--- src/rtl/vcomp_pkg.sv ---
// constants and carrier types for the dual voltage comparator control block
// assumes a single 20 MHz system clock and a 32-bit Avalon-MM register port
package vcomp_pkg;

   localparam int NUM_CH = 2;
   localparam int CODE_W = 4;
   localparam int NUM_W  = 5;
   localparam int ADDR_W = 5;
   localparam int DATA_W = 32;

   // register byte addresses
   localparam logic [ADDR_W-1:0] ADDR_CTRL0  = 5'h00;
   localparam logic [ADDR_W-1:0] ADDR_CTRL1  = 5'h04;
   localparam logic [ADDR_W-1:0] ADDR_RESULT = 5'h08;
   localparam logic [ADDR_W-1:0] ADDR_STATUS = 5'h0c;
   localparam logic [ADDR_W-1:0] ADDR_MASK   = 5'h10;

   // result register layout: flags at 5:4, levels at 1:0
   localparam int FLAG_LSB  = 4;
   localparam int LEVEL_LSB = 0;

   localparam logic [7:0]        CTRL_RESET = 8'h00;
   localparam logic [DATA_W-1:0] READ_IDLE  = 32'h0;

   // reference numerators in thirtieths of supply: upper 11+n, lower 9+n
   localparam logic [NUM_W-1:0] UPPER_BASE = 5'h0b;
   localparam logic [NUM_W-1:0] LOWER_BASE = 5'h09;

   typedef struct packed {
      logic              run;
      logic              irq_en;
      logic              ref_ext;
      logic              hyst;
      logic [CODE_W-1:0] code;
   } ctrl_t;

   typedef struct packed {
      logic             run;
      logic             ref_ext;
      logic             hyst;
      logic [NUM_W-1:0] upper_num;
      logic [NUM_W-1:0] lower_num;
   } afe_ctrl_t;

   typedef struct packed {
      logic above_upper;
      logic above_lower;
      logic above_ext;
   } afe_sense_t;

   typedef struct packed {
      logic [ADDR_W-1:0] address;
      logic              read;
      logic              write;
      logic [DATA_W-1:0] writedata;
      logic [3:0]        byteenable;
   } avs_req_t;

endpackage

--- src/rtl/sync2.sv ---
// two flip-flop synchroniser for asynchronous comparator decisions
// assumes inputs are quasi-static levels, not pulses
`timescale 1ns/1ps
module sync2
#(
   parameter int W = 1
)
(
   // clock and reset
   input  wire logic         mclk,
   input  wire logic         srst,
   // level in and out
   input  wire logic [W-1:0] d,
   output logic      [W-1:0] q
);

   logic [W-1:0] stage1_reg;
   logic [W-1:0] stage2_reg;

   always_ff @(posedge mclk)
   begin
      if (srst)
      begin
         stage1_reg <= '0;
         stage2_reg <= '0;
      end
      else
      begin
         stage1_reg <= d;
         stage2_reg <= stage1_reg;
      end
   end

   assign q = stage2_reg;
endmodule

--- src/rtl/vcomp_channel.sv ---
// one comparator channel: turns synchronised front-end decisions into a level
// assumes sense inputs already pass the synchroniser
`timescale 1ns/1ps
module vcomp_channel
(
   // clock and reset
   input  wire logic                  mclk,
   input  wire logic                  srst,
   // control and sense
   input  wire vcomp_pkg::ctrl_t      ctrl,
   input  wire vcomp_pkg::afe_sense_t sense,
   // result
   output logic                       level_above
);
   import vcomp_pkg::*;

   logic level_reg;
   logic level_next;
   logic hyst_on;
   logic hyst_level;

   // the prohibited external+hysteresis combination falls back to plain external
   assign hyst_on    = ctrl.hyst & ~ctrl.ref_ext;
   assign hyst_level = sense.above_upper ? 1'b1 : (sense.above_lower & level_reg);
   assign level_next = !ctrl.run    ? 1'b0 :
                       ctrl.ref_ext ? sense.above_ext :
                       hyst_on      ? hyst_level :
                                      sense.above_upper;

   always_ff @(posedge mclk)
   begin
      if (srst)
         level_reg <= 1'b0;
      else
         level_reg <= level_next;
   end

   assign level_above = level_reg;
endmodule

--- src/rtl/dual_voltage_comparator_ctrl.sv ---
// register and interrupt control for two voltage comparator channels
// assumes an analog front end that returns upper, lower and external decisions
// per channel asynchronously, and an Avalon-MM master on mclk
//
// Behaviour
// - two independent channels, each with its own comparator and control register
// - run bit 7 low halts the channel; it resets low
// - bit 6 gates the channel interrupt request; it resets low
// - bit 5 picks internal supply fraction or external reference pin
// - code n gives upper (11+n)/30 and lower (9+n)/30 of supply
// - threshold code is ignored with the external reference
// - internal reference without hysteresis compares against the upper level only
// - internal reference with hysteresis switches between upper and lower levels
// - external reference without hysteresis compares pin against reference pin
// - read-only result bit is high while input exceeds the reference
// - change flag sets on interrupt; read as one then write zero clears it
// - reading result with run and enable latches it; later difference interrupts
// - no interrupt during a result read; clearing enable disarms the latch
//
// Added by the designer: the placing of the registers and register access over Avalon-MM.
`timescale 1ns/1ps
module dual_voltage_comparator_ctrl
(
   // clock and reset
   input  wire logic                                       mclk,
   input  wire logic                                       srst,
   // register bus
   input  wire vcomp_pkg::avs_req_t                        bus_req,
   output logic      [vcomp_pkg::DATA_W-1:0]               readdata,
   output logic                                            waitrequest,
   // interrupt
   output logic                                            irq,
   // analog front end
   input  wire vcomp_pkg::afe_sense_t [vcomp_pkg::NUM_CH-1:0] sense_raw,
   output vcomp_pkg::afe_ctrl_t       [vcomp_pkg::NUM_CH-1:0] afe_ctrl
);
   import vcomp_pkg::*;

   localparam int SENSE_W = $bits(afe_sense_t) * NUM_CH;

   // bus handshake
   logic              waitreq_reg;
   logic              waitreq_next;
   logic [DATA_W-1:0] readdata_reg;
   logic [DATA_W-1:0] rd_mux;
   logic              req;
   logic              done;
   logic              rd_take;
   logic              wr_done;
   logic              lane0;

   // address decode
   logic              hit_ctrl0;
   logic              hit_ctrl1;
   logic              hit_result;
   logic              hit_status;
   logic              hit_mask;
   logic              rd_result;
   logic              rd_status;
   logic              wr_result;
   logic              wr_mask;
   logic [NUM_CH-1:0] wr_ctrl;

   // per channel state
   ctrl_t             ctrl_reg   [NUM_CH];
   ctrl_t             ctrl_next  [NUM_CH];
   afe_ctrl_t         afe_reg    [NUM_CH];
   afe_ctrl_t         afe_next   [NUM_CH];
   logic [CODE_W-1:0] code_w     [NUM_CH];
   afe_sense_t        sense_sync [NUM_CH];
   logic [SENSE_W-1:0] sense_flat;
   logic [SENSE_W-1:0] sense_q;
   logic [NUM_CH-1:0] level;
   logic [NUM_CH-1:0] latch_reg;
   logic [NUM_CH-1:0] latch_next;
   logic [NUM_CH-1:0] armed_reg;
   logic [NUM_CH-1:0] armed_next;
   logic [NUM_CH-1:0] cond_q_reg;
   logic [NUM_CH-1:0] mismatch;
   logic [NUM_CH-1:0] change_evt;
   logic [NUM_CH-1:0] latch_take;
   logic [NUM_CH-1:0] flag_reg;
   logic [NUM_CH-1:0] flag_next;
   logic [NUM_CH-1:0] flag_clr;
   logic [NUM_CH-1:0] seen_reg;
   logic [NUM_CH-1:0] seen_next;

   // interrupt status and mask
   logic [NUM_CH-1:0] status_reg;
   logic [NUM_CH-1:0] status_next;
   logic [NUM_CH-1:0] mask_reg;
   logic [NUM_CH-1:0] mask_next;
   logic              irq_reg;
   logic              irq_next;
   logic [7:0]        result_byte;

   // one wait state: reads captured on the first edge, writes taken on the second
   assign req          = bus_req.read | bus_req.write;
   assign waitreq_next = ~(req & waitreq_reg);
   assign done         = req & ~waitreq_reg;
   assign rd_take      = bus_req.read & waitreq_reg;
   assign wr_done      = bus_req.write & done;
   assign lane0        = bus_req.byteenable[0];

   assign hit_ctrl0  = bus_req.address == ADDR_CTRL0;
   assign hit_ctrl1  = bus_req.address == ADDR_CTRL1;
   assign hit_result = bus_req.address == ADDR_RESULT;
   assign hit_status = bus_req.address == ADDR_STATUS;
   assign hit_mask   = bus_req.address == ADDR_MASK;

   // result read covers the whole request so events are held off throughout
   assign rd_result  = bus_req.read & hit_result;
   assign rd_status  = rd_take & hit_status;
   assign wr_result  = wr_done & lane0 & hit_result;
   assign wr_mask    = wr_done & lane0 & hit_mask;
   assign wr_ctrl[0] = wr_done & lane0 & hit_ctrl0;
   assign wr_ctrl[1] = wr_done & lane0 & hit_ctrl1;

   assign result_byte = {2'h0, flag_reg, 2'h0, level};

   // unmapped addresses read zero and ignore writes
   always_comb
   begin
      rd_mux = READ_IDLE;
      if (hit_ctrl0)
         rd_mux = {24'h0, ctrl_reg[0]};
      else if (hit_ctrl1)
         rd_mux = {24'h0, ctrl_reg[1]};
      else if (hit_result)
         rd_mux = {24'h0, result_byte};
      else if (hit_status)
         rd_mux = {30'h0, status_reg};
      else if (hit_mask)
         rd_mux = {30'h0, mask_reg};
   end

   always_ff @(posedge mclk)
   begin
      if (srst)
      begin
         waitreq_reg  <= 1'b1;
         readdata_reg <= READ_IDLE;
      end
      else
      begin
         waitreq_reg <= waitreq_next;
         if (rd_take)
            readdata_reg <= rd_mux;
      end
   end

   // front-end decisions cross into mclk before anything reads them
   assign sense_flat = sense_raw;

   sync2 #(
      .W (SENSE_W)
   ) u_sense_sync (
      .mclk (mclk),
      .srst (srst),
      .d    (sense_flat),
      .q    (sense_q)
   );

   genvar c;
   generate
      for (c = 0; c < NUM_CH; c++)
      begin : g_ch
         assign sense_sync[c] = sense_q[c*$bits(afe_sense_t) +: $bits(afe_sense_t)];
         assign code_w[c]     = ctrl_reg[c].code;

         // each channel has its own comparator logic and control register
         vcomp_channel u_chan (
            .mclk        (mclk),
            .srst        (srst),
            .ctrl        (ctrl_reg[c]),
            .sense       (sense_sync[c]),
            .level_above (level[c])
         );

         assign ctrl_next[c] = wr_ctrl[c] ? ctrl_t'(bus_req.writedata[7:0]) : ctrl_reg[c];

         // the external reference leaves the code unused by the channel
         assign afe_next[c] = '{run:       ctrl_reg[c].run,
                                ref_ext:   ctrl_reg[c].ref_ext,
                                hyst:      ctrl_reg[c].hyst & ~ctrl_reg[c].ref_ext,
                                upper_num: NUM_W'(UPPER_BASE + NUM_W'(code_w[c])),
                                lower_num: NUM_W'(LOWER_BASE + NUM_W'(code_w[c]))};

         // a result read with run and enable set snapshots the live level
         assign latch_take[c] = rd_take & hit_result & ctrl_reg[c].run
                                & ctrl_reg[c].irq_en;
         assign latch_next[c] = latch_take[c] ? level[c] : latch_reg[c];
         assign armed_next[c] = ctrl_reg[c].run & ctrl_reg[c].irq_en
                                & (latch_take[c] | armed_reg[c]);

         // edge of the difference, so a held difference raises one event
         assign mismatch[c]   = armed_reg[c] & (level[c] != latch_reg[c])
                                & ~rd_result;
         assign change_evt[c] = mismatch[c] & ~cond_q_reg[c] & ctrl_reg[c].irq_en;

         // clear needs a read showing one, then a write of zero; set wins
         assign seen_next[c] = (rd_take & hit_result & flag_reg[c]) ? 1'b1 :
                               wr_result ? 1'b0 : seen_reg[c];
         assign flag_clr[c]  = wr_result & seen_reg[c] & ~bus_req.writedata[FLAG_LSB + c];
         assign flag_next[c] = change_evt[c] | (flag_reg[c] & ~flag_clr[c]);

         assign status_next[c] = change_evt[c] | (status_reg[c] & ~rd_status);
         assign mask_next[c]   = wr_mask ? bus_req.writedata[c] : mask_reg[c];

         always_ff @(posedge mclk)
         begin
            if (srst)
            begin
               ctrl_reg[c] <= ctrl_t'(CTRL_RESET);
               afe_reg[c]  <= '0;
            end
            else
            begin
               ctrl_reg[c] <= ctrl_next[c];
               afe_reg[c]  <= afe_next[c];
            end
         end

         always_ff @(posedge mclk)
         begin
            if (srst)
            begin
               latch_reg[c]  <= 1'b0;
               armed_reg[c]  <= 1'b0;
               cond_q_reg[c] <= 1'b0;
               flag_reg[c]   <= 1'b0;
               seen_reg[c]   <= 1'b0;
               status_reg[c] <= 1'b0;
               mask_reg[c]   <= 1'b0;
            end
            else
            begin
               latch_reg[c]  <= latch_next[c];
               armed_reg[c]  <= armed_next[c];
               cond_q_reg[c] <= mismatch[c];
               flag_reg[c]   <= flag_next[c];
               seen_reg[c]   <= seen_next[c];
               status_reg[c] <= status_next[c];
               mask_reg[c]   <= mask_next[c];
            end
         end

         assign afe_ctrl[c] = afe_reg[c];

      end
   endgenerate

   // level interrupt, one cycle behind the status bits
   assign irq_next = |(status_reg & mask_reg);

   always_ff @(posedge mclk)
   begin
      if (srst)
         irq_reg <= 1'b0;
      else
         irq_reg <= irq_next;
   end

   assign readdata    = readdata_reg;
   assign waitrequest = waitreq_reg;
   assign irq         = irq_reg;
endmodule

--- config.mk ---
export PLATFORM = sky130hd
export DESIGN_NAME = dual_voltage_comparator_ctrl
export DESIGN_NICKNAME = d
export VERILOG_FILES = /design/src/rtl/vcomp_pkg.sv /design/src/rtl/sync2.sv /design/src/rtl/vcomp_channel.sv /design/src/rtl/dual_voltage_comparator_ctrl.sv
export SDC_FILE = /design/constraint.sdc
export NUM_CORES = 1
export LEC_CHECK = 0
export BUFFER_PORTS_ARGS = -buffer_cell sky130_fd_sc_hd__clkbuf_2
export CORE_MARGIN = 10
export CORE_UTILIZATION = 40
export CTS_CLUSTER_DIAMETER = 60
export DETAILED_ROUTE_END_ITERATION = 10
export PLACE_DENSITY = 0.8
export SYNTH_ARGS = -nofsm -noshare
export SYNTH_HDL_FRONTEND = slang
export SYNTH_SLANG_ARGS = --single-unit
--- constraint.sdc ---
create_clock -name mclk -period 1.85 [get_ports mclk]
set_input_delay 0.185 -clock mclk [delete_from_list [all_inputs] [get_ports mclk]]
set_output_delay 0.185 -clock mclk [all_outputs]
set_load 0.03 [all_outputs]
==> results.md <==
* Status: completed
* Avg Vias per Cell at 4.765
* Hold path endpoint: u_sense_sync.stage1_reg[3]
* Post-Layout Cell Count at 497
* Initial antenna violation count at 0
* Total GRT Usage at 0.1191
* Slew @ Worst Pin at between 0.5 and 0.6 ns
* Cts hold-fix bufs at 0
* DR vias at between 2000 and 2500
* Clk root buf: clkbuf_8
* Main synth FF type: dfxtp_1
* Critical path, cell by cell: and3b_1 -> or3b_1 -> mux2i_1 -> nor2_1
* PwrDens at approximately 950 mW/mm^2
* I/O Pins at ~110
* Fraction of layout cells with a size suffix above 1 at 0.2177
* CP peak stage delay at just under 0.6 ns
* Slowest cell on the critical path: or3b_1
* Critical R2R Launch: waitrequest
* Worst R2R Path Depth at 4
* Slew Viols, Final at 0
* Area Growth Syn to Fin at 17.36%
* RSZ-0062 raised after global routing: false
* Post-DRT Antenna Nets at 0
* CTS tree: yes
* Unique masters post-synth at 36
* Post-synth EDFFs at 0
* Net count, final at roughly 450
* Grt total ovfl at 0
* Worst Setup Start Kind: flip-flop
* CTS Buf Count at 9
* Final setup viols at 0
* Clock Path Buffers at 2
* Setup Fix Bufs, Post-CTS at 0
* Min-delay src: sense_raw[3]
* FMAX at between 0.6 and 0.7 GHz
* Yosys warns at 0
* Initial DRC count at 108
* Max-Cap Viols at 0
* Dpl cells at 481
* DR WL/cell at approximately 14 um
* DRC at 0
* Largest net degree at the start of global routing at 44
* Worst-path clk slew at 0.08 ns
* Worst relative slew slack at 0.6109
* Post-detail-place hpwl at approximately 5.4 mm
* Die Y at 108.5 um
* Syn Area/Cell at 9.473 um^2
* Minimum clock period at roughly 1.6 ns
* Fin crit share at 0.8589
* Total die area at 0.01178 mm^2
* Worst-skew pair later-pin latency at 0.35 ns
* Syn Inst Count at 331
* Mapped cell area at 0.003136 mm^2
* Starting density of the core at 0.4079
* Clock sinks at 78
* Commonest non-fill, non-tap cell in the layout: dfxtp_1
* Worst Setup End Kind: flip-flop
* Worst R2R Setup Slack at 0.26 ns
* Area of the multi-input gates at 0.001333 mm^2
* Clock Skew at ~0.0095 ns
* Critical Path RT at around 2.1 ns
* #FFs+latches synth at 78
* Critical Path AT at 1.82 ns
* Leakage Power at 1.675 nW
* Sum Neg Setup Slack at 0 ns
* Commonest non-fill, non-tap cells in the layout: dfxtp_1 (78), clkbuf_2 (59), nor2_1 (46), mux2i_1 (26)
* Ys async rst share at 0
* FF-to-FF End: ctrl_reg[0][0]
* Fraction of the yosys area taken by sequential cells at 0.4980
* Worst Hold Depth at 2
* Crit Path Max Fanout at 8
* Kind of critical path: reg2reg
* Vias in the first global route at 2305
* Worst hold path type: in2reg
* # rows at 32
* PostCTS Resize Cnt at 0
* Register area at 0.001562 mm^2
* Pre-antenna DRT Iters at 4
* N_diodes at 0
* Max FFs per register at 24
* Gp weighted congestion at approximately 0.91
* Filler cells at ~790
* Routed WL at approximately 7 mm
* Die X at 108.5 um
* Max VDD drop at 0.0005593 V
* CTS H-tree depth at 3
* Core box area at 0.007687 mm^2
* First-pass GRT wire length at between 10 and 15 mm
* IO Port Bufs at roughly 60
* Fin. Hold Viols at 0
how the worst max path moves through the flow:
stage,startpoint,endpoint,slack [ns],depth (start not counted)
after floorplan,bus_req[42],ctrl_reg[0][2],0.11,7
final,waitrequest,ctrl_reg[0][0],0.26,4
after detailed placement,bus_req[41],ctrl_reg[0][2],0.03,5
after global placement,bus_req[41],ctrl_reg[0][3],0.05,5
after global routing,waitrequest,ctrl_reg[0][3],0.14,4
after CTS,waitrequest,ctrl_reg[0][2],0.26,4
per-stage QoR:
step / cell area, um^2 / hold slack (ns) / setup WS (ns) / total power, W / util
floorplan: 3222 / 0.2763 / 0.1107 / 0.001963 / -
global placement: 3433 / 0.3955 / 0.04883 / 0.001993 / 0.4466
detailed placement: 3433 / 0.3975 / 0.03144 / 0.001999 / 0.4466
CTS: 3680 / 0.01683 / 0.2629 / 0.003516 / 0.4787
global route: 3680 / 0.02254 / 0.1410 / 0.003606 / 0.4787
finish: 3680 / 0.03172 / 0.2611 / 0.003491 / 0.4787
layout make-up:
type	instances	share of cell area
clock buffers	9	0.03366
flip-flops and latches	78	0.4243
well taps	102	0.03468
inverters	11	0.01122
clock inverters	7	0.03332
repair buffers	69	0.1006
multi-input cells	221	0.3621
worst max-delay path: cells and delay by family, from the launching register on:
family,cells,cell delay (ns)
flip-flops,1,0.31
multiplexers,1,0.23
AND/OR/NAND/NOR,3,0.93
power by group:
group | switching [W] | leakage (nW) | total, W | internal [W]
registers | 0.00000749 | 0.634 | 0.00171 | 0.00170
clock network | 0.000631 | 0.116 | 0.00153 | 0.000899
logic | 0.000186 | 0.925 | 0.000252 | 0.0000657
synthesized netlist by cell type, drive strengths merged, types with 2 or more instances:
cell | count | area (um^2)
dfxtp | 78 | 1562
nor2 | 46 | 172.7
buf | 33 | 245.2
mux2i | 26 | 260.3
a21oi | 24 | 120.1
nor2b | 21 | 131.4
clkbuf | 11 | 41.29
inv | 11 | 41.29
nand2 | 10 | 37.54
nor3 | 7 | 35.03
o21ai | 6 | 30.03
xnor2 | 6 | 52.55
a31oi | 4 | 25.02
ha | 4 | 50.05
nand2b | 4 | 25.02
xor2 | 4 | 35.03
a22oi | 3 | 22.52
and2 | 3 | 18.77
nand3 | 3 | 15.01
nand4 | 3 | 18.77
o211ai | 3 | 22.52
a211oi | 2 | 15.01
a32o | 2 | 20.02
and3 | 2 | 12.51
and3b | 2 | 17.52
nor3b | 2 | 15.01
o211a | 2 | 20.02
o2bb2ai | 2 | 17.52
or3 | 2 | 12.51
or4b | 2 | 20.02
layer usage:
metal / wire length, um / vias to the layer above / share of wire / track usage
met5: 0 / - / 0 / 0
met3: 574 / 20 / 0.081 / 0.04224
met1: 2868 / 1099 / 0.41 / 0.1280
met4: 195 / 0 / 0.028 / 0.06968
met2: 3417 / 76 / 0.48 / 0.1987
li1: - / 1173 / - / -
kinds of logic after synthesis:
group	count (synthesis)	share of synthesized area
AOI/OAI and AO/OA	48	0.09338
xor gates and xnor gates	10	0.02793
adders and majority gates	4	0.01596
buffers and inverters	55	0.1045
DFF	78	0.4980
muxes	26	0.08300
other	1	0.001196
and+or+nand+nor	109	0.1760
No activity file was read; power rests on OpenSTA's default activity.
